===== src/pkg/motion_regs.svh =====
// Register map, field positions, reset values and timing counts of the motion block
// Behaviour
// Host parks run mode before rate/delay/limit writes
// Rate code selects output rate; roll-off half
// Rates of 400Hz and above force full power
// Host never writes zero delay count
// One delay count per detection sample period
// Value 0xca enables actuation test; 0x00 restores
// Limit register resets to a 0.5g change
// Limit counts equal threshold g times sixteen
// Any axis over limit leaves inactive state
// Inactive: new sample against previous starts counting
// Counting: new sample against captured start sample
// Report motion only if every difference stayed above
// Any difference not above stops count, stays inactive
// Wake event always latched internally
// Pulse mode gives exactly one pin pulse
// Latch holds until host reads release register
// Detection rate code 0.781Hz doubling to 100Hz
// Release read clears source and idles pin
// Six axis-direction enables, all set after reset
// Engine runs only while its enable is set
// Qualify events only for enabled axis-directions
`ifndef MOTION_REGS_SVH
`define MOTION_REGS_SVH

// Device register offsets
`define ADDR_WAKE_SOURCE 8'h16
`define ADDR_IRQ_RELEASE 8'h1a
`define ADDR_MAIN_CONTROL 8'h1b
`define ADDR_DETECT_RATE 8'h1d
`define ADDR_PIN_CONTROL 8'h1e
`define ADDR_AXIS_ENABLE 8'h1f
`define ADDR_OUTPUT_RATE 8'h21
`define ADDR_DELAY_COUNT 8'h29
`define ADDR_ACTUATION 8'h3a
`define ADDR_DELTA_LIMIT 8'h6a

// Field positions
`define RUN_MODE_BIT 7
`define PERF_MODE_BIT 6
`define ENGINE_ENABLE_BIT 1
`define PIN_ENABLE_BIT 5
`define PIN_POLARITY_BIT 4
`define PIN_PULSE_BIT 3

// Reset values, limit scale and actuation value
`define LIMIT_COUNTS_PER_G 16
`define RST_MAIN_CONTROL 8'h00
`define RST_DETECT_RATE 8'h00
`define RST_PIN_CONTROL 8'h10
`define RST_AXIS_ENABLE 8'h3f
`define RST_OUTPUT_RATE 8'h02
`define RST_DELAY_COUNT 8'h00
`define RST_ACTUATION 8'h00
`define RST_DELTA_LIMIT 8'(`LIMIT_COUNTS_PER_G / 2)
`define ACTUATION_ON 8'hca

// Timing
`define CLK_HZ 40000000
`define CLK_NS 25
`define WAKE_TOP_HZ 100
`define PULSE_MIN_NS 30000
`define PULSE_CYC ((`PULSE_MIN_NS + `CLK_NS - 1) / `CLK_NS)

// Host APB offsets
`define APB_COMMAND 12'h000
`define APB_STATUS 12'h004

`endif


===== src/pkg/motion_pkg.sv =====
// Types and rate table shared by both ends of the motion link
package motion_pkg;
  typedef logic [7:0] reg_addr_t;
  typedef logic [23:0] rate_t;
  typedef enum logic [1:0] {WS_INACTIVE, WS_COUNTING, WS_ACTIVE} wake_state_t;
  typedef enum logic [1:0] {HS_IDLE, HS_PARK, HS_ACCESS, HS_RESTORE} host_state_t;

  // Output rate in units of 100 uHz, so half of it is exact
  function automatic rate_t odr_of(input logic [3:0] code);
    rate_t r;
    r = 24'h000000;
    unique case (code)
      4'h8: r = 24'd7810;
      4'h9: r = 24'd15630;
      4'ha: r = 24'd31250;
      4'hb: r = 24'd62500;
      4'h0, 4'h1, 4'h2, 4'h3, 4'h4, 4'h5, 4'h6, 4'h7: r = 24'd125000 << code[2:0];
      default: r = 24'h000000;
    endcase
    return r;
  endfunction
endpackage


===== src/pkg/motion_link_if.sv =====
// Register link and interrupt pin between host controller and sensor
`timescale 1ns/10ps
interface motion_link_if;
  logic req;
  logic we;
  logic [7:0] addr;
  logic [7:0] wdata;
  logic [7:0] rdata;
  logic ack;
  logic int_pin;

  modport dev (
    input req,
    input we,
    input addr,
    input wdata,
    output rdata,
    output ack,
    output int_pin
  );

  modport host (
    output req,
    output we,
    output addr,
    output wdata,
    input rdata,
    input ack,
    input int_pin
  );
endinterface


===== src/rtl/motion_delta_check.sv =====
// Per axis and direction comparison of sample differences against the limit
`timescale 1ns/10ps
module motion_delta_check #(
  parameter int W = 12
) (
  // Samples, x in the low slice
  input wire logic [3*W-1:0] cur,
  input wire logic [3*W-1:0] base,
  // Limit and direction enables, x- at bit 5 down to z+ at bit 0
  input wire logic [7:0] limit,
  input wire logic [5:0] enable,
  // Qualified hits
  output logic [5:0] hit
);
  // Samples arrive at 16 counts per g so the limit compares directly
  for (genvar a = 0; a < 3; a++) begin : g_axis
    wire signed [W+1:0] d = $signed({{2{cur[a*W+W-1]}}, cur[a*W +: W]})
                          - $signed({{2{base[a*W+W-1]}}, base[a*W +: W]});
    wire signed [W+1:0] lim = $signed({{(W-6){1'b0}}, limit});
    wire pos_over = d > lim;
    wire neg_over = (-d) > lim;
    assign hit[5-2*a] = neg_over & enable[5-2*a];
    assign hit[4-2*a] = pos_over & enable[4-2*a];
  end
endmodule


===== src/rtl/motion_device.sv =====
// Sensor end: configuration registers, wake-up engine and interrupt pin
`timescale 1ns/10ps
`include "motion_regs.svh"
module motion_device #(
  parameter int W = 12,
  parameter int WAKE_TOP_CYC = `CLK_HZ / `WAKE_TOP_HZ
) (
  // Clock and reset
  input wire logic pclk,
  input wire logic presetn,
  // Link to the host
  motion_link_if.dev link,
  // High-pass filtered samples, 16 counts per g
  input wire logic [W-1:0] x_sample,
  input wire logic [W-1:0] y_sample,
  input wire logic [W-1:0] z_sample,
  // Configuration state for the sensing path
  output motion_pkg::rate_t odr_rate,
  output motion_pkg::rate_t lpf_rate,
  output logic full_power,
  output logic self_test_on,
  output logic run_mode,
  // Wake event, one cycle
  output logic wake_pulse
);
  import motion_pkg::*;

  logic [7:0] main_reg;
  logic [7:0] detect_reg;
  logic [7:0] pin_reg;
  logic [7:0] axis_reg;
  logic [7:0] rate_reg;
  logic [7:0] delay_reg;
  logic [7:0] act_reg;
  logic [7:0] limit_reg;
  logic [5:0] source_reg;
  logic latch_reg;
  logic ack_reg;
  logic [7:0] rdata_reg;
  logic int_pin_reg;
  logic [31:0] tick_cnt_reg;
  logic [7:0] count_reg;
  logic [10:0] pulse_reg;
  logic [3*W-1:0] prev_reg;
  logic [3*W-1:0] ref_reg;
  rate_t odr_reg;
  logic full_power_reg;
  logic self_test_reg;
  wake_state_t state_reg;
  wake_state_t state_next;
  logic [7:0] rd_mux;

  // Link decode; ack guards against taking one request twice
  wire take = link.req & ~ack_reg;
  wire wr = take & link.we;
  wire rd = take & ~link.we;
  wire release_rd = rd & (link.addr == `ADDR_IRQ_RELEASE); // see R16

  function automatic logic wr_to(input reg_addr_t a);
    return wr & (link.addr == a);
  endfunction

  // Configuration registers; the host parks run mode before rewriting rate, delay and limit
  always_ff @(posedge pclk or negedge presetn) begin
    if (!presetn) begin
      main_reg <= `RST_MAIN_CONTROL;
      detect_reg <= `RST_DETECT_RATE;
      pin_reg <= `RST_PIN_CONTROL;
      axis_reg <= `RST_AXIS_ENABLE;
      rate_reg <= `RST_OUTPUT_RATE;
      delay_reg <= `RST_DELAY_COUNT;
      act_reg <= `RST_ACTUATION;
      limit_reg <= `RST_DELTA_LIMIT; // see R7
    end else begin
      if (wr_to(`ADDR_MAIN_CONTROL)) begin
        main_reg <= link.wdata & 8'hca;
      end
      if (wr_to(`ADDR_DETECT_RATE)) begin
        detect_reg <= link.wdata & 8'h07;
      end
      if (wr_to(`ADDR_PIN_CONTROL)) begin
        pin_reg <= link.wdata & 8'h3a;
      end
      if (wr_to(`ADDR_AXIS_ENABLE)) begin
        axis_reg <= link.wdata & 8'h3f;
      end
      if (wr_to(`ADDR_OUTPUT_RATE)) begin
        rate_reg <= link.wdata & 8'h0f;
      end
      if (wr_to(`ADDR_DELAY_COUNT)) begin
        delay_reg <= link.wdata;
      end
      if (wr_to(`ADDR_ACTUATION)) begin
        act_reg <= link.wdata;
      end
      if (wr_to(`ADDR_DELTA_LIMIT)) begin
        limit_reg <= link.wdata;
      end
    end
  end

  // Read selection; unmapped addresses read as zero
  always_comb begin
    case (link.addr)
      `ADDR_WAKE_SOURCE: rd_mux = {2'b00, source_reg};
      `ADDR_MAIN_CONTROL: rd_mux = main_reg;
      `ADDR_DETECT_RATE: rd_mux = detect_reg;
      `ADDR_PIN_CONTROL: rd_mux = pin_reg;
      `ADDR_AXIS_ENABLE: rd_mux = axis_reg;
      `ADDR_OUTPUT_RATE: rd_mux = rate_reg;
      `ADDR_DELAY_COUNT: rd_mux = delay_reg;
      `ADDR_ACTUATION: rd_mux = act_reg;
      `ADDR_DELTA_LIMIT: rd_mux = limit_reg;
      default: rd_mux = 8'h00;
    endcase
  end

  always_ff @(posedge pclk or negedge presetn) begin
    if (!presetn) begin
      ack_reg <= 1'b0;
      rdata_reg <= 8'h00;
    end else begin
      ack_reg <= take;
      if (rd) begin
        rdata_reg <= rd_mux;
      end
    end
  end

  assign link.ack = ack_reg;
  assign link.rdata = rdata_reg;

  // Rate decode and operating mode
  wire [3:0] rate_code = rate_reg[3:0];
  wire fast_rate = (rate_code >= 4'h5) & (rate_code <= 4'h7);

  always_ff @(posedge pclk or negedge presetn) begin
    if (!presetn) begin
      odr_reg <= 24'h000000;
      full_power_reg <= 1'b0;
      self_test_reg <= 1'b0;
    end else begin
      odr_reg <= odr_of(rate_code);
      full_power_reg <= main_reg[`PERF_MODE_BIT] | fast_rate;
      self_test_reg <= (act_reg == `ACTUATION_ON);
    end
  end

  assign odr_rate = odr_reg;
  assign lpf_rate = {1'b0, odr_reg[23:1]};
  assign full_power = full_power_reg;
  assign self_test_on = self_test_reg;
  assign run_mode = main_reg[`RUN_MODE_BIT];

  // Detection tick; the long period makes the slow codes costly in simulation
  wire engine_on = main_reg[`RUN_MODE_BIT] & main_reg[`ENGINE_ENABLE_BIT];
  wire [2:0] slow_shift = 3'd7 - detect_reg[2:0];
  wire [31:0] tick_period = 32'(WAKE_TOP_CYC) << slow_shift;
  wire tick = engine_on & (tick_cnt_reg >= tick_period - 32'd1);

  always_ff @(posedge pclk or negedge presetn) begin
    if (!presetn) begin
      tick_cnt_reg <= 32'h00000000;
    end else if (!engine_on || tick) begin
      tick_cnt_reg <= 32'h00000000;
    end else begin
      tick_cnt_reg <= tick_cnt_reg + 32'd1;
    end
  end

  // Difference against previous sample while inactive, start sample while counting
  wire [3*W-1:0] cur = {z_sample, y_sample, x_sample};
  wire counting = (state_reg == WS_COUNTING);
  wire [3*W-1:0] base = counting ? ref_reg : prev_reg; // see R10
  wire [5:0] hit;
  wire any_hit = |hit;

  motion_delta_check #(.W(W)) u_delta (
    .cur(cur),
    .base(base),
    .limit(limit_reg),
    .enable(axis_reg[5:0]),
    .hit(hit)
  );

  // A zero delay is not legal; it behaves like one
  wire [8:0] count_plus = {1'b0, count_reg} + 9'd1;
  wire count_done = count_plus >= {1'b0, delay_reg};
  wire wake_event = tick & counting & any_hit & count_done;

  always_comb begin
    state_next = state_reg;
    unique case (state_reg)
      WS_INACTIVE: begin
        if (tick && any_hit) begin
          state_next = WS_COUNTING; // see R9
        end
      end
      WS_COUNTING: begin
        if (tick && !any_hit) begin
          state_next = WS_INACTIVE;
        end else if (wake_event) begin
          state_next = WS_ACTIVE;
        end
      end
      WS_ACTIVE: begin
        if (release_rd) begin
          state_next = WS_INACTIVE;
        end
      end
    endcase
    if (!engine_on) begin
      state_next = WS_INACTIVE;
    end
  end

  always_ff @(posedge pclk or negedge presetn) begin
    if (!presetn) begin
      state_reg <= WS_INACTIVE;
      count_reg <= 8'h00;
      prev_reg <= '0;
      ref_reg <= '0;
    end else begin
      state_reg <= state_next;
      if (tick) begin
        prev_reg <= cur;
        count_reg <= counting ? count_plus[7:0] : 8'h00;
      end
      if (tick && !counting) begin
        ref_reg <= cur;
      end
    end
  end

  // Latch and source: a new event wins over a release in the same cycle
  always_ff @(posedge pclk or negedge presetn) begin
    if (!presetn) begin
      latch_reg <= 1'b0;
      source_reg <= 6'h00;
    end else begin
      latch_reg <= wake_event | (latch_reg & ~release_rd); // see R14
      if (wake_event) begin
        source_reg <= hit;
      end else if (release_rd) begin
        source_reg <= 6'h00;
      end
    end
  end

  // Pulse runs once per event; the latch still holds until release
  always_ff @(posedge pclk or negedge presetn) begin
    if (!presetn) begin
      pulse_reg <= 11'h000;
    end else if (wake_event) begin
      pulse_reg <= 11'(`PULSE_CYC);
    end else if (release_rd) begin
      pulse_reg <= 11'h000;
    end else if (pulse_reg != 11'h000) begin
      pulse_reg <= pulse_reg - 11'd1;
    end
  end

  wire pin_active = pin_reg[`PIN_PULSE_BIT] ? (pulse_reg != 11'h000) : latch_reg;
  wire pin_high = pin_reg[`PIN_POLARITY_BIT];
  wire pin_level = (pin_reg[`PIN_ENABLE_BIT] & pin_active) ? pin_high : ~pin_high;

  always_ff @(posedge pclk or negedge presetn) begin
    if (!presetn) begin
      int_pin_reg <= 1'b0;
    end else begin
      int_pin_reg <= pin_level;
    end
  end

  assign link.int_pin = int_pin_reg;
  assign wake_pulse = wake_event;
endmodule


===== src/flat_wrapper.sv =====
// flat-port wrapper written by rule: the top's interface ports become plain ports
module motion_device_flat import motion_pkg::*;
#(
  parameter int W = 12,
  parameter int WAKE_TOP_CYC = `CLK_HZ / `WAKE_TOP_HZ
)
  (pclk, presetn, x_sample, y_sample, z_sample, odr_rate, lpf_rate, full_power, self_test_on, run_mode, wake_pulse, link_req, link_we, link_addr, link_wdata, link_rdata, link_ack, link_int_pin);
  motion_link_if link_i ();
  input wire logic pclk;
  input wire logic presetn;
  input wire logic [W-1:0] x_sample;
  input wire logic [W-1:0] y_sample;
  input wire logic [W-1:0] z_sample;
  output motion_pkg::rate_t odr_rate;
  output motion_pkg::rate_t lpf_rate;
  output logic full_power;
  output logic self_test_on;
  output logic run_mode;
  output logic wake_pulse;
  input wire logic [$bits(link_i.req)-1:0] link_req;
  input wire logic [$bits(link_i.we)-1:0] link_we;
  input wire logic [$bits(link_i.addr)-1:0] link_addr;
  input wire logic [$bits(link_i.wdata)-1:0] link_wdata;
  output wire logic [$bits(link_i.rdata)-1:0] link_rdata;
  output wire logic [$bits(link_i.ack)-1:0] link_ack;
  output wire logic [$bits(link_i.int_pin)-1:0] link_int_pin;
  assign link_i.req = link_req;
  assign link_i.we = link_we;
  assign link_i.addr = link_addr;
  assign link_i.wdata = link_wdata;
  assign link_rdata = link_i.rdata;
  assign link_ack = link_i.ack;
  assign link_int_pin = link_i.int_pin;
  motion_device #(.W(W), .WAKE_TOP_CYC(WAKE_TOP_CYC)) u_core (.pclk(pclk), .presetn(presetn), .link(link_i), .x_sample(x_sample), .y_sample(y_sample), .z_sample(z_sample), .odr_rate(odr_rate), .lpf_rate(lpf_rate), .full_power(full_power), .self_test_on(self_test_on), .run_mode(run_mode), .wake_pulse(wake_pulse));
endmodule

===== config.mk =====
export PLATFORM = sky130hd
export DESIGN_NAME = motion_device_flat
export DESIGN_NICKNAME = d
export VERILOG_FILES = /design/src/pkg/motion_pkg.sv /design/src/pkg/motion_link_if.sv /design/src/rtl/motion_delta_check.sv /design/src/rtl/motion_device.sv /design/src/flat_wrapper.sv
export VERILOG_INCLUDE_DIRS = /design/src /design/src/pkg
export SDC_FILE = /design/constraint.sdc
export NUM_CORES = 1
export LEC_CHECK = 0
export ABC_AREA = 1
export BUFFER_PORTS_ARGS = -buffer_cell sky130_fd_sc_hd__buf_4
export CAP_MARGIN = 15
export CELL_PAD_IN_SITES_DETAIL_PLACEMENT = 0
export CELL_PAD_IN_SITES_GLOBAL_PLACEMENT = 1
export CORE_ASPECT_RATIO = 1.75
export CORE_MARGIN = 3
export CORE_UTILIZATION = 30
export DETAILED_ROUTE_END_ITERATION = 6
export GPL_TIMING_DRIVEN = 0
export PLACE_DENSITY = 0.67
export REMOVE_ABC_BUFFERS = 1
export SETUP_SLACK_MARGIN = 0.2
export SLEW_MARGIN = 25
export SYNTH_ARGS = -nofsm -noshare
export SYNTH_HDL_FRONTEND = slang
export SYNTH_SLANG_ARGS = --single-unit

===== constraint.sdc =====
create_clock -name pclk -period 10.8 [get_ports pclk]
set_input_delay 0.54 -clock pclk [delete_from_list [all_inputs] [get_ports pclk]]
set_output_delay 0.54 -clock pclk [all_outputs]
set_load 0.05 [all_outputs]

; Yosys cells after proc, flatten, opt, wreduce, memory -nomap -nowiden
; Index checks and enable logic that the tools add are counted.
[totals]
reg_bits = 213
out_inout_bits = 62
input_bits = 56
elab_cells = 137
[classes]
n_eq_ne = 27
n_reduce_logical = 15
bitwise_logic = 32
order_cmp = 10
n_shift = 2
add_sub_neg = 11
mux = 18
[ops]
columns = op, count
row1 = case mux 24 bit (5 select lines), 1
row2 = case mux 8 bit (9 select lines), 1
row3 = greater-than comparator 14 x 9 -> 1 bit, 4
row4 = == test 8 x 5 -> 1 bit (second input constant), 6
row5 = subtractor 12 x 12 -> 13 bit, 3
row6 = 2-to-1 mux 36 bit, 1
row7 = 2-to-1 mux 11 bit, 3
row8 = adder 32 x 1 -> 32 bit (second input constant), 1
row9 = greater-or-equal comparator 32 bit, 1
row10 = 2-to-1 mux 32 bit, 1
row11 = left shift 19 x 3 -> 32 bit (first input constant), 1
row12 = subtractor 32 x 1 -> 32 bit (second input constant), 1
row13 = negator 13 -> 14 bit, 2
row14 = bitwise AND 1 bit, 26
row15 = greater-than comparator 13 x 9 -> 1 bit, 2
row16 = == test 8 x 6 -> 1 bit (second input constant), 3
row17 = left shift 17 x 3 -> 24 bit (first input constant), 1
row18 = == test 4 x 3 -> 1 bit (second input constant), 4
row19 = == test 4 bit (second input constant), 4
row20 = negator 14 bit, 1
row21 = 2-to-1 mux 6 bit, 2
row22 = nonzero test 11 bit, 1
row23 = subtractor 11 x 1 -> 11 bit (second input constant), 1
row24 = 2-to-1 mux 2 bit, 5
row25 = other kinds (29), 39

; Logic depth before layout (Yosys ltp)
[logic_depth]
ltp_word = 13
depth_mapped = 38
ltp_nobuf = 37

; Hierarchy
; Synthesis repeated with hierarchy kept, for this count alone.
[hier_totals]
cells_unflattened = 2033
hier_area_um2 = 14930.6
[by_module_without_submodules]
columns = module, instances, cells_each, seq_area_each_um2, area_each_um2
row1 = motion_device, 1, 1338, 5316.3, 10955.5
row2 = motion_delta_check, 1, 695, 0.0, 3975.1

; Worst setup path after synthesis
; No wires, ideal clock.
[synth_path]
kind = register to output
from = register u_core.state_reg[1]
to = output port wake_pulse
path_stages_with_launch = 30
setup_slack_ns = 5.703
path_buffers = 3
t_arrival_ns = 4.557
cell_sequence = dfrtp_1 inv_1 ha_1 clkbuf_1 clkbuf_1 mux2i_1 fa_1 inv_1 ha_1 inv_1 nor2_1 nand3_1 xnor2_1 inv_1 ha_1 nand2_1 nor2_1 o21ai_0 nand3_1 nand2_1 nand2_1 nand2_1 nand2_1 nor3_1 a21oi_1 nand2_1 nand4_2 nand3_4 buf_2 inv_1
[synth_between]
elab_chain_cells = 9
word_cells_on_any_way = 24
classes_between = add/sub: 6 / order compare: 6 / eq/ne: 1 / mux: 1 / bitwise: 9 / reduce/logical: 1
[synth_rtl]
columns = element, line_no
row1 = "start, declared", motion_device.sv:49  ; wake_state_t state_reg;
row2 = "start signal, assigned", motion_device.sv:224  ; state_reg <= state_next;
row3 = == test 2 x 1 -> 1 bit (*), motion_device.sv:173  ; wire counting = (state_reg == WS_COUNTING);
row4 = 2-to-1 mux 36 bit, motion_device.sv:174  ; wire [3*W-1:0] base = counting ? ref_reg : prev_reg;
row5 = subtractor 12 x 12 -> 13 bit, motion_delta_check.sv:18  ; - $signed({{2{base[a*W+W-1]}}, base[a*W +: W]});
row6 = negator 14 bit / negator 13 -> 14 bit (equally long branches), motion_delta_check.sv:21  ; wire neg_over = (-d) > lim;
row7 = greater-than comparator 14 x 9 -> 1 bit, motion_delta_check.sv:21
row8 = bitwise AND 1 bit, motion_delta_check.sv:22  ; assign hit[5-2*a] = neg_over & enable[5-2*a];
row9 = OR reduction 6 bit, motion_device.sv:176  ; wire any_hit = |hit;
row10 = bitwise AND 1 bit (*) (2 in a row), motion_device.sv:189  ; wire wake_event = tick & counting & any_hit & count_done;
row11 = "end, declared", flat_wrapper.sv:19  ; output logic wake_pulse;
; Every way passes the cells marked *; elsewhere a longest branch is shown, timed or not.

; Worst setup path after layout
; Same ends and word-level chain as after synthesis.

==> impl_metrics.json <==
{
  "antenna_cells": 0,
  "ys_async_sr_fraction_pct": 100,
  "post-route-period-util_pct": 59.1,
  "cts_sinks": 212,
  "path_class": "flip-flop to output pin",
  "dpl.cell_count": 2670,
  "grt_pass1_vias": 12980,
  "numCtsBuffers": 24,
  "required_ns": 10.26,
  "p_leak_nw": 8.46,
  "slowest_stage": "fa_1",
  "hold_slack_ns": 0.261,
  "final_common_cell": "nand2_1",
  "clk_latency_ns": 0.56,
  "drv_slew": 0,
  "synth_seq_cells": 212,
  "worst_pin_slew_ns": 1.05,
  "synth_edf_count": 0,
  "status": "finished clean",
  "fin_cells": 2715,
  "ant_nets": 0,
  "wirelength_um": 39700,
  "crit_buf_inv": 7,
  "cts_resized": 0,
  "netSwitchingPower_w": 0.000578,
  "nFillCells": 5080,
  "ys_seq_area_share_pct": 36.2,
  "min_path_type": "input port to flip-flop",
  "drive_gt1_share_pct": 11.5,
  "rsz0062_at_grt": "false",
  "grt.total_usage_pct": 15.2,
  "antenna_found_initial": 0,
  "cts.path.max_buffers": 3,
  "tns_ns": 0,
  "dp_hpwl_um": 31200,
  "worstPathMaxFanout": 28,
  "skew_ns": 0.0362,
  "syn_avg_cell_area_um2": 7.50,
  "die_h_um": 299,
  "cts_tree": "built",
  "h-tree-depth": 1,
  "hold_violations": 0,
  "grt_pass1_wl_um": 65100,
  "combPwrFrac_pct": 14.9,
  "path_delay_family": "simple AND/OR/NAND/NOR gates",
  "yosysUniqueCellTypes": 62,
  "die_w_um": 173,
  "syn-instance-count": 1956,
  "slew-limit-headroom_pct": 29.4,
  "vias": 12718,
  "overflow": 0,
  "ioPinCount": 118,
  "start_util_pct": 30.5,
  "ir_worst_vdd_mv": 0.0961,
  "via_per_inst": 4.68,
  "end_kind": "output pin",
  "coreArea_um2": 48100,
  "power_frac_clock_pct": 44.3,
  "power.internal_w": 0.00146,
  "die_area_um2": 51700,
  "syn2layout_area_growth_pct": 16.3,
  "crit_arrival_ns": 5.84,
  "portBuffers": 115,
  "drc_errors": 0,
  "seqPwrFrac_pct": 40.9,
  "setup_viol_count_final": 0,
  "grt_max_degree": 92,
  "wire_per_inst_um": 14.6,
  "root_buffer": "clkbuf_16",
  "first_pass_iters": 7,
  "synth_area_um2": 14700,
  "cts_setup_buffers": 0,
  "routabilityCongestion": 0.858,
  "rows": 106,
  "critPathMostFrequentCell": "nand2_1",
  "worst_setup_path_start_kind": "flip-flop",
  "hold_buffers": 1,
  "cpPeakStageDelay_ns": 0.47,
  "final_nets": 2243,
  "maxCapViolCount": 0,
  "switching_share_pct": 28.4,
  "synth_ff_type": "dfrtp_1",
  "cts.reportedPaths.clkPinSlew_ns": 0.07,
  "max_freq_ghz": 0.157,
  "p_per_area_nw_per_um2": 119,
  "period_needed_ns": 6.38,
  "first_iter_violations": 532,
  "most-common-layout-cells": "530 x nand2_1, 276 x inv_1, 203 x dfrtp_1",
  "yosys_warnings": 0
}
## per-layer routing
layer,up-vias,GRT usage [%],wire [um]
met1,5918,15.5,14800
met4,0,6.40,1600
met5,-,0,0
met3,77,1.64,1190
li1,6506,-,-
met2,217,30.8,22100
## cells in the mapped netlist (3+ instances only)
library cell / count / area [um2]
or2_2: 3 / 18.8
nand2_2: 16 / 100
buf_4: 25 / 188
nand2_1: 531 / 1990
o31ai_1: 4 / 30.0
a22oi_1: 3 / 22.5
fa_1: 3 / 60.1
inv_1: 276 / 1040
dfrtp_1: 203 / 5080
o21bai_1: 5 / 37.5
nor2_4: 4 / 45.0
o2111ai_1: 4 / 35.0
nor3_1: 27 / 135
a211oi_2: 3 / 37.5
inv_2: 10 / 37.5
a21oi_1: 70 / 350
ha_1: 135 / 1690
clkbuf_1: 32 / 120
nand3b_1: 9 / 67.6
a21boi_0: 3 / 22.5
o21ai_1: 8 / 40.0
nand3_2: 5 / 50.1
nor2_2: 9 / 56.3
nand4_2: 3 / 37.5
o21ai_0: 170 / 851
nor4_1: 7 / 43.8
nand3_1: 87 / 435
xor2_1: 30 / 263
dfstp_2: 9 / 236
mux2i_1: 33 / 330
o211ai_1: 6 / 45.0
xnor2_1: 5 / 43.8
a221oi_1: 7 / 61.3
nand4_1: 29 / 181
nor2_1: 139 / 522
a31oi_1: 4 / 25.0
o22ai_1: 5 / 31.3
## power groups by stage
stage          clock, W  sequential [W]  combinational, W
5_1_grt        0.000960        0.000837          0.000348
6_report       0.000903        0.000833          0.000303
2_1_floorplan         0        0.000873          0.000176
3_5_place_dp          0        0.000848          0.000307
4_1_cts        0.000936        0.000833          0.000309
3_3_place_gp          0        0.000847          0.000299
## final cells by class
cell class	count	area [um2]	area share, %
Inverter	288	1080	6.33
Sequential cell	212	5320	31.2
Clock buffer	30	663	3.89
Tap cell	648	811	4.75
Multi-Input combinational cell	1403	8010	46.9
Clock inverter	14	210	1.23
Timing Repair Buffer	120	976	5.72
## kinds of logic after synthesis
family / count (synthesis) / share of synthesized area, %
buffers and inverters: 347 / 9.57
XOR/XNOR: 36 / 2.20
flip-flops: 212 / 36.2
AND/OR/NAND/NOR: 880 / 25.9
other: 2 / 0.0512
adder cells (fa/ha/maj): 138 / 11.9
AO/OA/AOI/OAI: 308 / 11.8
multiplexers: 33 / 2.25
## worst reg2reg max path: cells and delay by family (launching register included)
| family | cells | cell delay (ns) |
|---|---|---|
| AND/OR/NAND/NOR | 18 | 2.02 |
| adder cells (fa/ha/maj) | 4 | 1.35 |
| buffers and inverters | 6 | 0.97 |
| flip-flops | 1 | 0.39 |
| AO/OA/AOI/OAI | 3 | 0.33 |
| XOR/XNOR | 1 | 0.20 |
## through the flow
stage	total power [W]	worst slack [ns]	cell area, um2	util, %
2_1_floorplan	0.00105	4.85	14400	-
3_3_place_gp	0.00115	2.65	16000	33.3
3_5_place_dp	0.00116	4.86	16200	33.6
4_1_cts	0.00208	4.25	17100	35.4
5_1_grt	0.00214	3.99	17100	35.4
6_report	0.00204	4.42	17100	35.4
## final timing paths
path / startpoint / to / slack [ns] / cells past startpoint
min in group asynchronous: presetn / u_core.ref_reg[31] / 0.51 / 2
max in group asynchronous: presetn / u_core.axis_reg[2] / 9.11 / 4
min: link_req / u_core.link.ack / 0.26 / 3
min reg2reg: u_core.tick_cnt_reg[0] / u_core.tick_cnt_reg[0] / 0.47 / 1
max: u_core.state_reg[1] / wake_pulse / 4.42 / 30
max reg2reg: u_core.state_reg[1] / u_core.source_reg[5] / 5.45 / 32
No activity file was read; power rests on OpenSTA's default activity.
